<file path="config.mk">
export PLATFORM = sky130hd
export DESIGN_NAME = pbu_match
export DESIGN_NICKNAME = d
export VERILOG_FILES = /design/src/logic/pbu_match.v /design/src/logic/pbu_code_cmp.v /design/src/logic/pbu_lit_cmp.v
export VERILOG_INCLUDE_DIRS = /design/src /design/src/logic
export SDC_FILE = /design/constraint.sdc
export NUM_CORES = 1
export LEC_CHECK = 0
export BUFFER_PORTS_ARGS = -buffer_cell sky130_fd_sc_hd__buf_2
export CAP_MARGIN = 25
export CORE_MARGIN = 4
export CORE_UTILIZATION = 54
export CTS_CLUSTER_SIZE = 30
export DETAILED_ROUTE_END_ITERATION = 10
export PLACE_DENSITY = 0.81
export SLEW_MARGIN = 30
export SYNTH_ARGS = -nofsm -noshare
export SYNTH_HDL_FRONTEND = slang
export SYNTH_SLANG_ARGS = --single-unit
</file>
<file path="constraint.sdc">
create_clock -name clk -period 4.2 [get_ports clk]
set_input_delay 0.63 -clock clk [delete_from_list [all_inputs] [get_ports clk]]
set_output_delay 0.63 -clock clk [all_outputs]
set_load 0.05 [all_outputs]
</file>
<file path="src/logic/pbu_consts.vh">
`ifndef PBU_CONSTS_VH
`define PBU_CONSTS_VH

// Code memory region: top address bits equal to this tag
`define PBU_CODE_HI        31
`define PBU_CODE_LO        29
`define PBU_CODE_TAG       3'h0

// Remap base field starts at this address bit
`define PBU_REMAP_LSB      5
`define PBU_REMAP_W        27
`define PBU_REMAP_RST      27'h000_0000
`define PBU_GLOBAL_EN_RST  1'h0

// Comparator reset values
`define PBU_CMP_EN_RST     1'h0
`define PBU_CMP_REMAP_RST  1'h0
`define PBU_CMP_BOTH_RST   1'h0
`define PBU_CODE_ADDR_RST  31'h0000_0000
`define PBU_LIT_ADDR_RST   30'h0000_0000

// Widths of count fields, comparator index and slot number
`define PBU_CNT_W          4
`define PBU_IDX_W          4
`define PBU_SLOT_W         5

// Read size encoding
`define PBU_SIZE_BYTE      2'h0
`define PBU_SIZE_HALF      2'h1
`define PBU_SIZE_WORD      2'h2

`endif

</file>
<file path="src/logic/pbu_match.v">
`timescale 1ns/10ps
`include "pbu_consts.vh"


module pbu_match #(
	parameter NUM_CODE        = 6,
	parameter LITERAL_COMPARATOR_COUNT         = 2,
	parameter REMAP_SUPPORTED = 1,
	parameter MAIN_EXT        = 1,
	parameter SECURITY_EXT    = 0,
	parameter VECTOR_AS_DATA  = 1,
	parameter PRIO_W          = 8
) (
	input  wire                     clk,
	input  wire                     rstn,
	// Control writes
	input  wire                     ctrl_wr,
	input  wire                     ctrl_enable,
	input  wire                     remap_wr,
	input  wire [31:0]              remap_base_in,
	input  wire                     code_cfg_wr,
	input  wire [`PBU_IDX_W-1:0]    code_cfg_idx,
	input  wire [31:0]              code_cfg_addr,
	input  wire                     code_cfg_enable,
	input  wire                     code_cfg_remap,
	input  wire                     code_cfg_both,
	input  wire                     lit_cfg_wr,
	input  wire [`PBU_IDX_W-1:0]    lit_cfg_idx,
	input  wire [31:0]              lit_cfg_addr,
	input  wire                     lit_cfg_enable,
	// Status readback
	output wire                     global_enable,
	output wire [`PBU_CNT_W-1:0]    code_comparator_count,
	output wire [`PBU_CNT_W-1:0]    literal_comparator_count,
	output wire                     remap_supported_flag,
	output wire [31:0]              remap_base,
	input  wire [`PBU_IDX_W-1:0]    code_rd_idx,
	output reg  [31:0]              code_rd_addr,
	output reg                      code_rd_enable,
	output reg                      code_rd_remap,
	output reg                      code_rd_both,
	input  wire [`PBU_IDX_W-1:0]    lit_rd_idx,
	output reg  [31:0]              lit_rd_addr,
	output reg                      lit_rd_enable,
	// Instruction fetch path
	input  wire                     fetch_valid,
	input  wire [31:0]              fetch_addr,
	input  wire                     fetch_from_dap,
	input  wire                     fetch_secure,
	output wire                     fetch_redirect,
	output wire [31:0]              fetch_addr_out,
	output wire [31:0]              fetch_pc_value,
	output wire                     bkpt_match,
	output wire                     bkpt_halt,
	output wire                     bkpt_monitor,
	output wire                     bkpt_discard,
	// Debug state from the core
	input  wire                     halting_auth_allowed,
	input  wire                     halting_debug_enable,
	input  wire                     halted_status,
	input  wire                     secure_debug_flag,
	input  wire                     monitor_enable,
	input  wire                     secure_monitor_enable,
	input  wire [PRIO_W-1:0]        monitor_priority,
	input  wire [PRIO_W-1:0]        current_priority,
	// Data path
	input  wire                     data_valid,
	input  wire [31:0]              data_addr,
	input  wire                     data_write,
	input  wire [1:0]               data_size,
	input  wire                     data_stacking,
	input  wire                     data_vector,
	input  wire                     data_from_dap,
	output wire                     data_redirect,
	output wire [31:0]              data_addr_out,
	output wire [31:0]              data_check_addr,
	// Last breakpoint record
	output reg                      last_bkpt_valid_reg,
	output reg  [31:0]              last_bkpt_addr_reg,
	output reg  [2:0]               last_bkpt_result_reg
);

	// Remapping is impossible without main ext or with security ext
	localparam REMAP_OK = (REMAP_SUPPORTED != 0) && (MAIN_EXT != 0)
		&& (SECURITY_EXT == 0);
	localparam [`PBU_CNT_W-1:0] CODE_CNT = NUM_CODE[`PBU_CNT_W-1:0];
	localparam [`PBU_CNT_W-1:0] LIT_CNT  = REMAP_OK
		? LITERAL_COMPARATOR_COUNT[`PBU_CNT_W-1:0] : {`PBU_CNT_W{1'b0}};
	localparam [2:0] RES_HALT    = 3'h1;
	localparam [2:0] RES_MONITOR = 3'h2;
	localparam [2:0] RES_DISCARD = 3'h4;

	reg                     global_enable_reg;
	reg  [`PBU_REMAP_W-1:0] remap_base_reg;
	reg                     global_enable_next;
	reg  [`PBU_REMAP_W-1:0] remap_base_next;
	reg                     last_bkpt_valid_next;
	reg  [31:0]             last_bkpt_addr_next;
	reg  [2:0]              last_bkpt_result_next;

	wire [NUM_CODE-1:0]     code_bp_hit;
	wire [NUM_CODE-1:0]     code_remap_hit;
	wire [NUM_CODE*32-1:0]  code_addr_all;
	wire [NUM_CODE-1:0]     code_en_all;
	wire [NUM_CODE-1:0]     code_remap_all;
	wire [NUM_CODE-1:0]     code_both_all;
	wire [LITERAL_COMPARATOR_COUNT-1:0]      lit_hit;
	wire [LITERAL_COMPARATOR_COUNT*32-1:0]   lit_addr_all;
	wire [LITERAL_COMPARATOR_COUNT-1:0]      lit_en_all;

	wire                    fetch_ok;
	wire                    read_ok;
	wire                    unaligned;
	wire [31:0]             base_addr;
	wire [31:0]             fetch_slot;
	wire [31:0]             data_slot;
	wire                    halt_ok;
	wire                    mon_ok;
	reg  [`PBU_SLOT_W-1:0]  fetch_idx;
	reg  [`PBU_SLOT_W-1:0]  lit_idx;
	integer                 i;
	integer                 j;
	integer                 k;
	integer                 m;

	// Control register next values
	always @* begin
		global_enable_next = global_enable_reg;
		remap_base_next    = remap_base_reg;
		if (ctrl_wr) begin
			global_enable_next = ctrl_enable;
		end
		if (remap_wr && REMAP_OK) begin
			remap_base_next = remap_base_in[31:`PBU_REMAP_LSB];
		end
	end

	always @(posedge clk or negedge rstn) begin
		if (!rstn) begin
			global_enable_reg <= `PBU_GLOBAL_EN_RST;
			remap_base_reg    <= `PBU_REMAP_RST;
		end else begin
			global_enable_reg <= global_enable_next;
			remap_base_reg    <= remap_base_next;
		end
	end

	assign global_enable            = global_enable_reg;
	assign code_comparator_count    = CODE_CNT;
	assign literal_comparator_count = LIT_CNT;
	assign remap_supported_flag     = REMAP_OK ? 1'b1 : 1'b0;
	assign base_addr  = {remap_base_reg, {`PBU_REMAP_LSB{1'b0}}};
	assign remap_base = base_addr;

	// Debug port traffic never reaches the comparators
	assign fetch_ok = fetch_valid & ~fetch_from_dap;
	// Unaligned halfword and word reads are left unredirected
	assign unaligned = ((data_size == `PBU_SIZE_WORD)
		&& (data_addr[1:0] != 2'b00))
		|| ((data_size == `PBU_SIZE_HALF) && data_addr[0]);
	// Stacking traffic is ordinary data, vector reads never fetches
	assign read_ok = data_valid & ~data_write & ~data_from_dap
		& ~unaligned & (~data_vector | (VECTOR_AS_DATA != 0))
		& (data_stacking | 1'b1);

	genvar g;
	generate
		for (g = 0; g < NUM_CODE; g = g + 1) begin : g_code
			pbu_code_cmp #(
				.REMAP_OK (REMAP_OK ? 1 : 0)
			) u_code (
				.clk           (clk),
				.rstn          (rstn),
				.cfg_wr        (code_cfg_wr && (code_cfg_idx == g)),
				.cfg_addr      (code_cfg_addr),
				.cfg_enable    (code_cfg_enable),
				.cfg_remap     (code_cfg_remap),
				.cfg_both      (code_cfg_both),
				.global_enable (global_enable_reg),
				.fetch_valid   (fetch_ok),
				.fetch_addr    (fetch_addr),
				.bp_hit        (code_bp_hit[g]),
				.remap_hit     (code_remap_hit[g]),
				.cmp_addr      (code_addr_all[g*32 +: 32]),
				.cmp_enable    (code_en_all[g]),
				.cmp_remap     (code_remap_all[g]),
				.cmp_both      (code_both_all[g])
			);
		end
		for (g = 0; g < LITERAL_COMPARATOR_COUNT; g = g + 1) begin : g_lit
			if (REMAP_OK) begin : g_on
				pbu_lit_cmp u_lit (
					.clk           (clk),
					.rstn          (rstn),
					.cfg_wr        (lit_cfg_wr && (lit_cfg_idx == g)),
					.cfg_addr      (lit_cfg_addr),
					.cfg_enable    (lit_cfg_enable),
					.global_enable (global_enable_reg),
					.rd_valid      (read_ok),
					.rd_addr       (data_addr),
					.hit           (lit_hit[g]),
					.cmp_addr      (lit_addr_all[g*32 +: 32]),
					.cmp_enable    (lit_en_all[g])
				);
			end else begin : g_off
				assign lit_hit[g]               = 1'b0;
				assign lit_addr_all[g*32 +: 32] = 32'h0000_0000;
				assign lit_en_all[g]            = 1'b0;
			end
		end
	endgenerate

	// Lowest numbered hit wins among overlapping remaps
	always @* begin
		fetch_idx = {`PBU_SLOT_W{1'b0}};
		for (i = NUM_CODE - 1; i >= 0; i = i - 1) begin
			if (code_remap_hit[i]) begin
				fetch_idx = i[`PBU_SLOT_W-1:0];
			end
		end
	end

	// Literal comparators take slot numbers after the code ones
	always @* begin
		lit_idx = {`PBU_SLOT_W{1'b0}};
		for (j = LITERAL_COMPARATOR_COUNT - 1; j >= 0; j = j - 1) begin
			if (lit_hit[j]) begin
				lit_idx = j[`PBU_SLOT_W-1:0] + CODE_CNT;
			end
		end
	end

	assign fetch_slot = base_addr
		+ {{(30 - `PBU_SLOT_W){1'b0}}, fetch_idx, 2'b00};
	assign data_slot  = base_addr
		+ {{(30 - `PBU_SLOT_W){1'b0}}, lit_idx, 2'b00};

	// A breakpoint on the same fetch overrides a remap
	assign bkpt_match     = |code_bp_hit;
	assign fetch_redirect = (|code_remap_hit) & ~bkpt_match;
	assign fetch_addr_out = fetch_redirect
		? {fetch_slot[31:2], fetch_addr[1:0]} : fetch_addr;
	assign fetch_pc_value = fetch_addr;

	assign data_redirect  = |lit_hit;
	// Byte lane kept so each read size picks its item
	assign data_addr_out  = data_redirect
		? {data_slot[31:2], data_addr[1:0]} : data_addr;
	assign data_check_addr = data_addr;

	assign halt_ok = halting_auth_allowed & halting_debug_enable
		& ~halted_status
		& ((SECURITY_EXT == 0) | ~fetch_secure | secure_debug_flag);
	// Lower number means higher priority
	assign mon_ok = (MAIN_EXT != 0) & monitor_enable & halted_status
		& (monitor_priority < current_priority)
		& ((SECURITY_EXT == 0) | ~fetch_secure
		| secure_monitor_enable);

	assign bkpt_halt    = bkpt_match & halt_ok;
	assign bkpt_monitor = bkpt_match & ~halt_ok & mon_ok;
	assign bkpt_discard = bkpt_match & ~halt_ok & ~mon_ok;

	// Record of the latest breakpoint and its outcome
	always @* begin
		last_bkpt_valid_next  = last_bkpt_valid_reg;
		last_bkpt_addr_next   = last_bkpt_addr_reg;
		last_bkpt_result_next = last_bkpt_result_reg;
		if (bkpt_match) begin
			last_bkpt_valid_next = 1'b1;
			last_bkpt_addr_next  = fetch_addr;
			if (bkpt_halt) begin
				last_bkpt_result_next = RES_HALT;
			end else if (bkpt_monitor) begin
				last_bkpt_result_next = RES_MONITOR;
			end else begin
				last_bkpt_result_next = RES_DISCARD;
			end
		end
	end

	always @(posedge clk or negedge rstn) begin
		if (!rstn) begin
			last_bkpt_valid_reg  <= 1'b0;
			last_bkpt_addr_reg   <= 32'h0000_0000;
			last_bkpt_result_reg <= 3'h0;
		end else begin
			last_bkpt_valid_reg  <= last_bkpt_valid_next;
			last_bkpt_addr_reg   <= last_bkpt_addr_next;
			last_bkpt_result_reg <= last_bkpt_result_next;
		end
	end

	always @* begin
		code_rd_addr   = 32'h0000_0000;
		code_rd_enable = 1'b0;
		code_rd_remap  = 1'b0;
		code_rd_both   = 1'b0;
		for (k = 0; k < NUM_CODE; k = k + 1) begin
			if (code_rd_idx == k) begin
				code_rd_addr   = code_addr_all[k*32 +: 32];
				code_rd_enable = code_en_all[k];
				code_rd_remap  = code_remap_all[k];
				code_rd_both   = code_both_all[k];
			end
		end
	end

	always @* begin
		lit_rd_addr   = 32'h0000_0000;
		lit_rd_enable = 1'b0;
		for (m = 0; m < LITERAL_COMPARATOR_COUNT; m = m + 1) begin
			if (lit_rd_idx == m) begin
				lit_rd_addr   = lit_addr_all[m*32 +: 32];
				lit_rd_enable = lit_en_all[m];
			end
		end
	end

endmodule // pbu_match

</file>
<file path="src/logic/pbu_code_cmp.v">
`timescale 1ns/10ps
`include "pbu_consts.vh"

module pbu_code_cmp #(
	parameter REMAP_OK = 1
) (
	input  wire        clk,
	input  wire        rstn,
	input  wire        cfg_wr,
	input  wire [31:0] cfg_addr,
	input  wire        cfg_enable,
	input  wire        cfg_remap,
	input  wire        cfg_both,
	input  wire        global_enable,
	input  wire        fetch_valid,
	input  wire [31:0] fetch_addr,
	output wire        bp_hit,
	output wire        remap_hit,
	output wire [31:0] cmp_addr,
	output wire        cmp_enable,
	output wire        cmp_remap,
	output wire        cmp_both
);

	reg  [30:0] addr_reg;
	reg         enable_reg;
	reg         remap_reg;
	reg         both_reg;
	wire        active;
	wire        in_code;
	wire        bp_eq;
	wire        word_eq;

	always @(posedge clk or negedge rstn) begin
		if (!rstn) begin
			addr_reg   <= `PBU_CODE_ADDR_RST;
			enable_reg <= `PBU_CMP_EN_RST;
			remap_reg  <= `PBU_CMP_REMAP_RST;
			both_reg   <= `PBU_CMP_BOTH_RST;
		end else if (cfg_wr) begin
			addr_reg   <= cfg_addr[31:1];
			enable_reg <= cfg_enable;
			remap_reg  <= cfg_remap & (REMAP_OK != 0);
			both_reg   <= cfg_both;
		end
	end

	assign active  = enable_reg & global_enable;
	assign in_code = fetch_addr[`PBU_CODE_HI:`PBU_CODE_LO] == `PBU_CODE_TAG;
	assign word_eq = fetch_addr[31:2] == addr_reg[30:1];
	// Halfword match, or both halves of a 32-bit instruction
	assign bp_eq   = both_reg ? word_eq
		: (fetch_addr[31:1] == addr_reg);

	assign bp_hit    = active & ~remap_reg & fetch_valid & bp_eq;
	assign remap_hit = active & remap_reg & fetch_valid & in_code
		& word_eq;

	assign cmp_addr   = {addr_reg, 1'b0};
	assign cmp_enable = enable_reg;
	assign cmp_remap  = remap_reg;
	assign cmp_both   = both_reg;

endmodule // pbu_code_cmp

</file>
<file path="src/logic/pbu_lit_cmp.v">
`timescale 1ns/10ps
`include "pbu_consts.vh"

module pbu_lit_cmp (
	input  wire        clk,
	input  wire        rstn,
	input  wire        cfg_wr,
	input  wire [31:0] cfg_addr,
	input  wire        cfg_enable,
	input  wire        global_enable,
	input  wire        rd_valid,
	input  wire [31:0] rd_addr,
	output wire        hit,
	output wire [31:0] cmp_addr,
	output wire        cmp_enable
);

	reg  [29:0] addr_reg;
	reg         enable_reg;
	wire        in_code;

	always @(posedge clk or negedge rstn) begin
		if (!rstn) begin
			addr_reg   <= `PBU_LIT_ADDR_RST;
			enable_reg <= `PBU_CMP_EN_RST;
		end else if (cfg_wr) begin
			addr_reg   <= cfg_addr[31:2];
			enable_reg <= cfg_enable;
		end
	end

	assign in_code = rd_addr[`PBU_CODE_HI:`PBU_CODE_LO] == `PBU_CODE_TAG;
	// Low two bits ignored: any byte of the word matches
	assign hit = enable_reg & global_enable & rd_valid & in_code
		& (rd_addr[31:2] == addr_reg);

	assign cmp_addr   = {addr_reg, 2'b00};
	assign cmp_enable = enable_reg;

endmodule // pbu_lit_cmp

</file>
Word level (Yosys, flattened, before mapping)
Index checks and enable logic that the tools add are counted. Widths: inputs -> output; s select.

Bits in registers: 330. Input bits: 219. Output and inout bits: 280.

$add $sub $neg: 2. Magnitude comparators: 1. Equal/unequal tests: 28. Multiplexer cells: 46. Bitwise gates (word level): 83. Reduce and logical (&&, ||, !) cells: 21.

Operators by type and width (number): $mux 32 (10); $eq 30x30->1 (8); $eq 31x31->1 (6); $and 1x1->1 (69); $add 32x7->32 (2); $mux 5 (6); $mux 1 (26); $eq 4x1->1 const B (4); $eq 4x2->1 const B (4); $eq 4x3->1 const B (4); $logic_not 4->1 (4); $not 1->1 (14); $mux 3 (4); $reduce_or 6->1 (2); $logic_and 1x1->1 (10); $lt 8x8->1 (1); $logic_not 3->1 (2); $eq 2x1->1 const B (1); $eq 2x2->1 const B (1); $reduce_bool 2->1 (1); $reduce_or 2->1 (1); $logic_or 1x1->1 (1).

Logic depth before layout (Yosys ltp)
Depth in word-level cells: 13. Depth in mapped cells: 11.

Cells and area by module
From an unflattened synthesis, not the netlist that was laid out.

Cell total of the unflattened synthesis: 1670. Area, all modules: 19044.5 um^2.

By module, submodules not included: pbu_code_cmp (times used 6, cells each 120, area an instance 1631.6 um^2); pbu_match (times used 1, cells each 734, area an instance 6279.8 um^2); pbu_lit_cmp (times used 2, cells each 108, area an instance 1487.7 um^2).

Worst setup path after synthesis
Ideal clock, no wire load.

Kind: input to output. From: in fetch_addr[12]. To: out bkpt_halt. Data arrival time: 3160 ps. Setup slack: 410 ps. Cell stages on the path: 8. Cell sequence: buf_2 > xor2_1 > nor4_1 > nand4bb_1 > nor4_1 > a22o_1 > a2111o_1 > nor2b_1.

Word-level cells in the longest chain between the ends: 5. Elaborated cells on any way between the ends: 26.

Ends and longest elaborated chain: from (decl) (RTL line pbu_match.v:47) `input wire [31:0] fetch_addr,`; $eq 31x31->1 / $eq 30x30->1 (equally long branches) (RTL line pbu_code_cmp.v:53, pbu_code_cmp.v:50); $mux 1 (RTL line pbu_code_cmp.v:52) `assign bp_eq = both_reg ? word_eq`; $and 1x1->1 (RTL line pbu_code_cmp.v:55) `assign bp_hit = active & ~remap_reg & fetch_valid & bp_eq;`; $reduce_or 6->1 * (RTL line pbu_match.v:239) `assign bkpt_match = |code_bp_hit;`; net bkpt_match (RTL line pbu_match.v:53) `output wire bkpt_match,`; $and 1x1->1 * (RTL line pbu_match.v:260) `assign bkpt_halt = bkpt_match & halt_ok;`; to (decl) (RTL line pbu_match.v:54) `output wire bkpt_halt,`.

The timed path passes the listed nets; every way through them passes the cells marked *.

Worst setup path after layout
From: reg g_code[4].u_code.addr_reg[15]. To: out fetch_addr_out[2].

Word-level cells in the longest chain between the ends: 9. Elaborated cells on any way between the ends: 16.

Ends and longest elaborated chain: from (decl) (RTL line pbu_code_cmp.v:25) `reg [30:0] addr_reg;`; from (signal assigned) (RTL line pbu_code_cmp.v:36) `` addr_reg <= `PBU_CODE_ADDR_RST; ``; from (signal assigned) (RTL line pbu_code_cmp.v:41) `addr_reg <= cfg_addr[31:1];`; $eq 30x30->1 (RTL line pbu_code_cmp.v:50) `assign word_eq = fetch_addr[31:2] == addr_reg[30:1];`; $and 1x1->1 (RTL line pbu_code_cmp.v:57) `& word_eq;`; $mux 5 (5 in a row) (RTL line pbu_match.v:217) `if (code_remap_hit[i]) begin`; $add 32x7->32 (RTL line pbu_match.v:233) `assign fetch_slot = base_addr`; $mux 32 * (RTL line pbu_match.v:242) `? {fetch_slot[31:2], fetch_addr[1:0]} : fetch_addr;`; to (decl) (RTL line pbu_match.v:51) `output wire [31:0] fetch_addr_out,`.

Mark *: on every way between the ends. The rest lies on a longest branch, timed or not.

==> summary.md <==
| Metric | Value |
|---|---|
| Status | finished clean |
| Area growth syn-to-layout | 21.5% |
| Die height | roughly 190 microns |
| Slew @ Worst Pin | 0.826 ns |
| EDFF count, synth | 0 |
| Pwr/cell area | 469 mW/mm^2 |
| FF-to-FF Start | g_code[4].u_code.addr_reg[15] |
| Sequential area share after synthesis | between 40% and 50% |
| Drt pass-1 iters | 5 |
| Slew HR | approximately 45% |
| Initial DRC Count | ~1400 |
| Reg2Reg Setup Slack | roughly 1.2 ns |
| Top cell by count, worst path | buf_12 |
| Sink Count | 330 |
| CP max stage cell | dfrtp_1 |
| Post-DP Area | ~0.021 sq mm |
| Crit path kind | flip-flop to primary output |
| Reg clk slew, reported paths | approximately 0.060 ns |
| CP required | approximately 3.6 ns |
| Max cap viols | 0 |
| Top delay family on crit path | simple AND/OR/NAND/NOR gates |
| Crit. End Element | primary output |
| CP Buf/Inv Count | 3 |
| Final cycle utilization of the critical path | slightly below 100% |
| HPWL after detailed placement | 51900 microns |
| WL per Instance | about 28 microns |
| Post-Synthesis Cell Area | between 0.015 and 0.02 sq mm |
| Tmin final | 4.17 ns |
| Cell area after layout | 0.0228 sq mm |
| Ys async rst share | 100% |
| Clock Path Buffers | 3 |
| Final Hold Viols | 0 |
| R2R depth | 9 |
| Largest net degree at the start of global routing | 98 |
| Tot GR Track Use | around a third |
| Critical Path Max Stage Delay | 0.42 ns |
| Main flop type after synthesis | dfrtp_1 |
| Row count | 67 |
| Crit-path cells | xnor2_1, nand4_1, or2_2, nor4_4, nand2_1, a21oi_1, o31a_2, buf_12, buf_12, mux2_2, buf_6 |
| CP Data Arrival Time | around 3.5 ns |
| Number of distinct library cells after synthesis | just under 50 |
| Starting Density | 55.3% |
| Via count | ~15000 |
| Type of origin of the critical path | flip-flop |
| Yosys warning count | 0 |
| Total CTS buffers | 38 |
| Root Buffer | clkbuf_16 |
| Initial antenna violation count | 9 |
| Worst hold path type | primary input to asynchronous set/reset pin |
| Cell taking the most area after synthesis | dfrtp_1 |
| Wirelength, routed | approximately 69000 microns |
| Pleak | 0.0107 uW |
| Min setup slack post-route | ~0.032 ns |
| Final setup fails | 0 |
| Max Clk Rate | 0.240 GHz |
| Nets | 2241 |
| Slew Viols, Final | 0 |
| FF+latch count, synth | 330 |
| Fin Clk Skew | 0.0226 ns |
| Chip width | ~190 microns |
| Vias per inst | 6.16 |
| Antenna Nets Post-Route | 0 |
| DRC viols | 0 |
| Peak fanout along the critical path | 10 |
| CTS tree | done |
| CTS H-tree depth | 2 |
| Top post-synthesis cells by area | dfrtp_1 (44%), mux2_2 (22%), xnor2_1 (7.4%), xor2_1 (3.9%), buf_4 (3.7%) |
| Syn Inst Count | 1602 |
| Maximum VDD drop | 0.000381 V |
| # IOs | 499 |
| Number of port buffers | 468 |
| Worst-Skew Late Latency | between 0.5 and 0.6 ns |
| Max FFs per register | 186 |
| Fill count | 2514 |
| Worst slack at placement | between 0.1 and 0.15 ns |
| Layout cells sized above 1 | 49.8% |
| Number of global-route vias before repair | 15529 |
| First-pass GRT wire length | ~100000 microns |
| FF-to-FF End | last_bkpt_addr_reg[8] |
| Core area | about 0.034 sq mm |
| Gpl congestion | approximately 0.99 |
| Grt total ovfl | 0 |
| Total die area | approximately 0.038 sq mm |
| Share of Yosys cell area claimed by the top area cell type | about 44% |
| Syn_area_per_cell | approximately 12 sq um |
## worst register-to-register path, delay by kind of cell (launching register included)
family / cells / cell delay, ns
simple gates: 4 / 1.16
flops: 1 / 0.42
buf+inv: 2 / 0.42
mux: 1 / 0.40
xor+xnor: 1 / 0.38
compound gates: 1 / 0.13
## per-stage QoR
step	hold WS, ns	utilization, %	std cells	TNS, ns	total power, uW
5_1_grt	0.150	67.2	2490	-0.000120	11100
2_1_floorplan	0.334	-	1617	0	6320
3_5_place_dp	0.448	62.9	2420	0	7310
4_1_cts	0.132	66.8	2484	0	10700
6_report	0.103	67.2	2493	0	10700
3_3_place_gp	0.447	62.9	2420	0	7210
## timing repair
item                       4_1_cts  5_1_grt
hold buffers                     0        0
cloned                           1        1
resized for setup               13       44
setup endpoints to repair       23       25
pin swaps                        2        6
setup buffers                    1        0
hold endpoints to repair         0        0
## layer usage
layer	global-route usage [%]	share of wire, %	vias to the layer above
li1	-	-	6481
met4	16.6	5.6	4
met1	45.0	37	7685
met2	57.4	47	982
met5	0	0.020	-
met3	7.67	10	212
## Yosys cell counts (7+ instances only)
cell,number
o21ai_0,28
xnor2_1,159
or2_2,7
mux2_4,17
a22oi_1,57
nor4_1,31
nand4_1,50
clkbuf_1,58
inv_1,9
a222oi_1,13
nand3_1,31
buf_4,93
mux2_2,366
dfrtp_1,330
ha_1,7
a21o_1,11
xor2_1,84
buf_2,24
a22o_1,32
a21oi_1,9
nor2_1,36
nand2_1,75
nand2b_1,8
## worst max-delay path by stage
stage	from	to	slack, ns	depth (start not counted)
2_1_floorplan	fetch_addr[12]	bkpt_halt	0.41	8
3_3_place_gp	fetch_addr[3]	fetch_addr_out[6]	0.18	13
3_5_place_dp	fetch_addr[22]	fetch_addr_out[6]	0.14	12
4_1_cts	g_code[0].u_code.addr_reg[23]	fetch_addr_out[9]	0.004	13
5_1_grt	g_code[0].u_code.addr_reg[23]	fetch_addr_out[17]	-0.0001	13
6_report	g_code[4].u_code.addr_reg[15]	fetch_addr_out[2]	0.03	11
## cells by family after synthesis
| family | count (synthesis) | share of synthesized area (%) |
|---|---|---|
| AOI/OAI and AO/OA | 163 | 6.44 |
| xor gates and xnor gates | 243 | 11.4 |
| adders and majority gates | 7 | 0.467 |
| buffers and inverters | 196 | 6.19 |
| DFF | 330 | 44.1 |
| muxes | 383 | 23.4 |
| other | 2 | 0.0401 |
| and+or+nand+nor | 278 | 8.09 |
## final cells by class
cell class,count,area [sq um],share of cell area [%]
multi-input combinational,1091,9470,41.6
sequential,330,8260,36.3
timing repair buffer,545,3180,14.0
clock buffer,54,1120,4.93
tap,448,561,2.46
clock inverter,8,121,0.533
inverter,9,33.8,0.148
antenna,8,20.0,0.0879
## where the power goes
part	internal, uW	total [uW]	leakage, uW	switching, uW
Combinational	1190	2870	0.00600	1680
Clock	2030	3330	0.000611	1300
Sequential	3810	4480	0.00409	666
Total	7030	10700	0.0107	3640
## layout by cell type, fill, tap and decap left out, drive strengths merged, types with 3 or more instances in the layout
| cell type | n |
|---|---|
| bufinv | 3 |
| inv | 10 |
| ha | 7 |
| diode | 8 |
| a31oi | 5 |
| clkbuf | 55 |
| a21oi | 9 |
| xnor2 | 159 |
| nor2 | 36 |
| nor4 | 38 |
| nor3 | 6 |
| a222oi | 13 |
| buf | 544 |
| nand3b | 4 |
| nor3b | 5 |
| dfrtp | 330 |
| o21ai | 28 |
| nand3 | 31 |
| or2 | 7 |
| mux2 | 383 |
| nor4b | 4 |
| a22oi | 57 |
| xor2 | 84 |
| nand2 | 75 |
| a21o | 11 |
| a22o | 32 |
| conb | 17 |
| and4 | 4 |
| clkinv | 3 |
| nand2b | 8 |
| nand4 | 50 |
No activity file was read; power rests on OpenSTA's default activity.
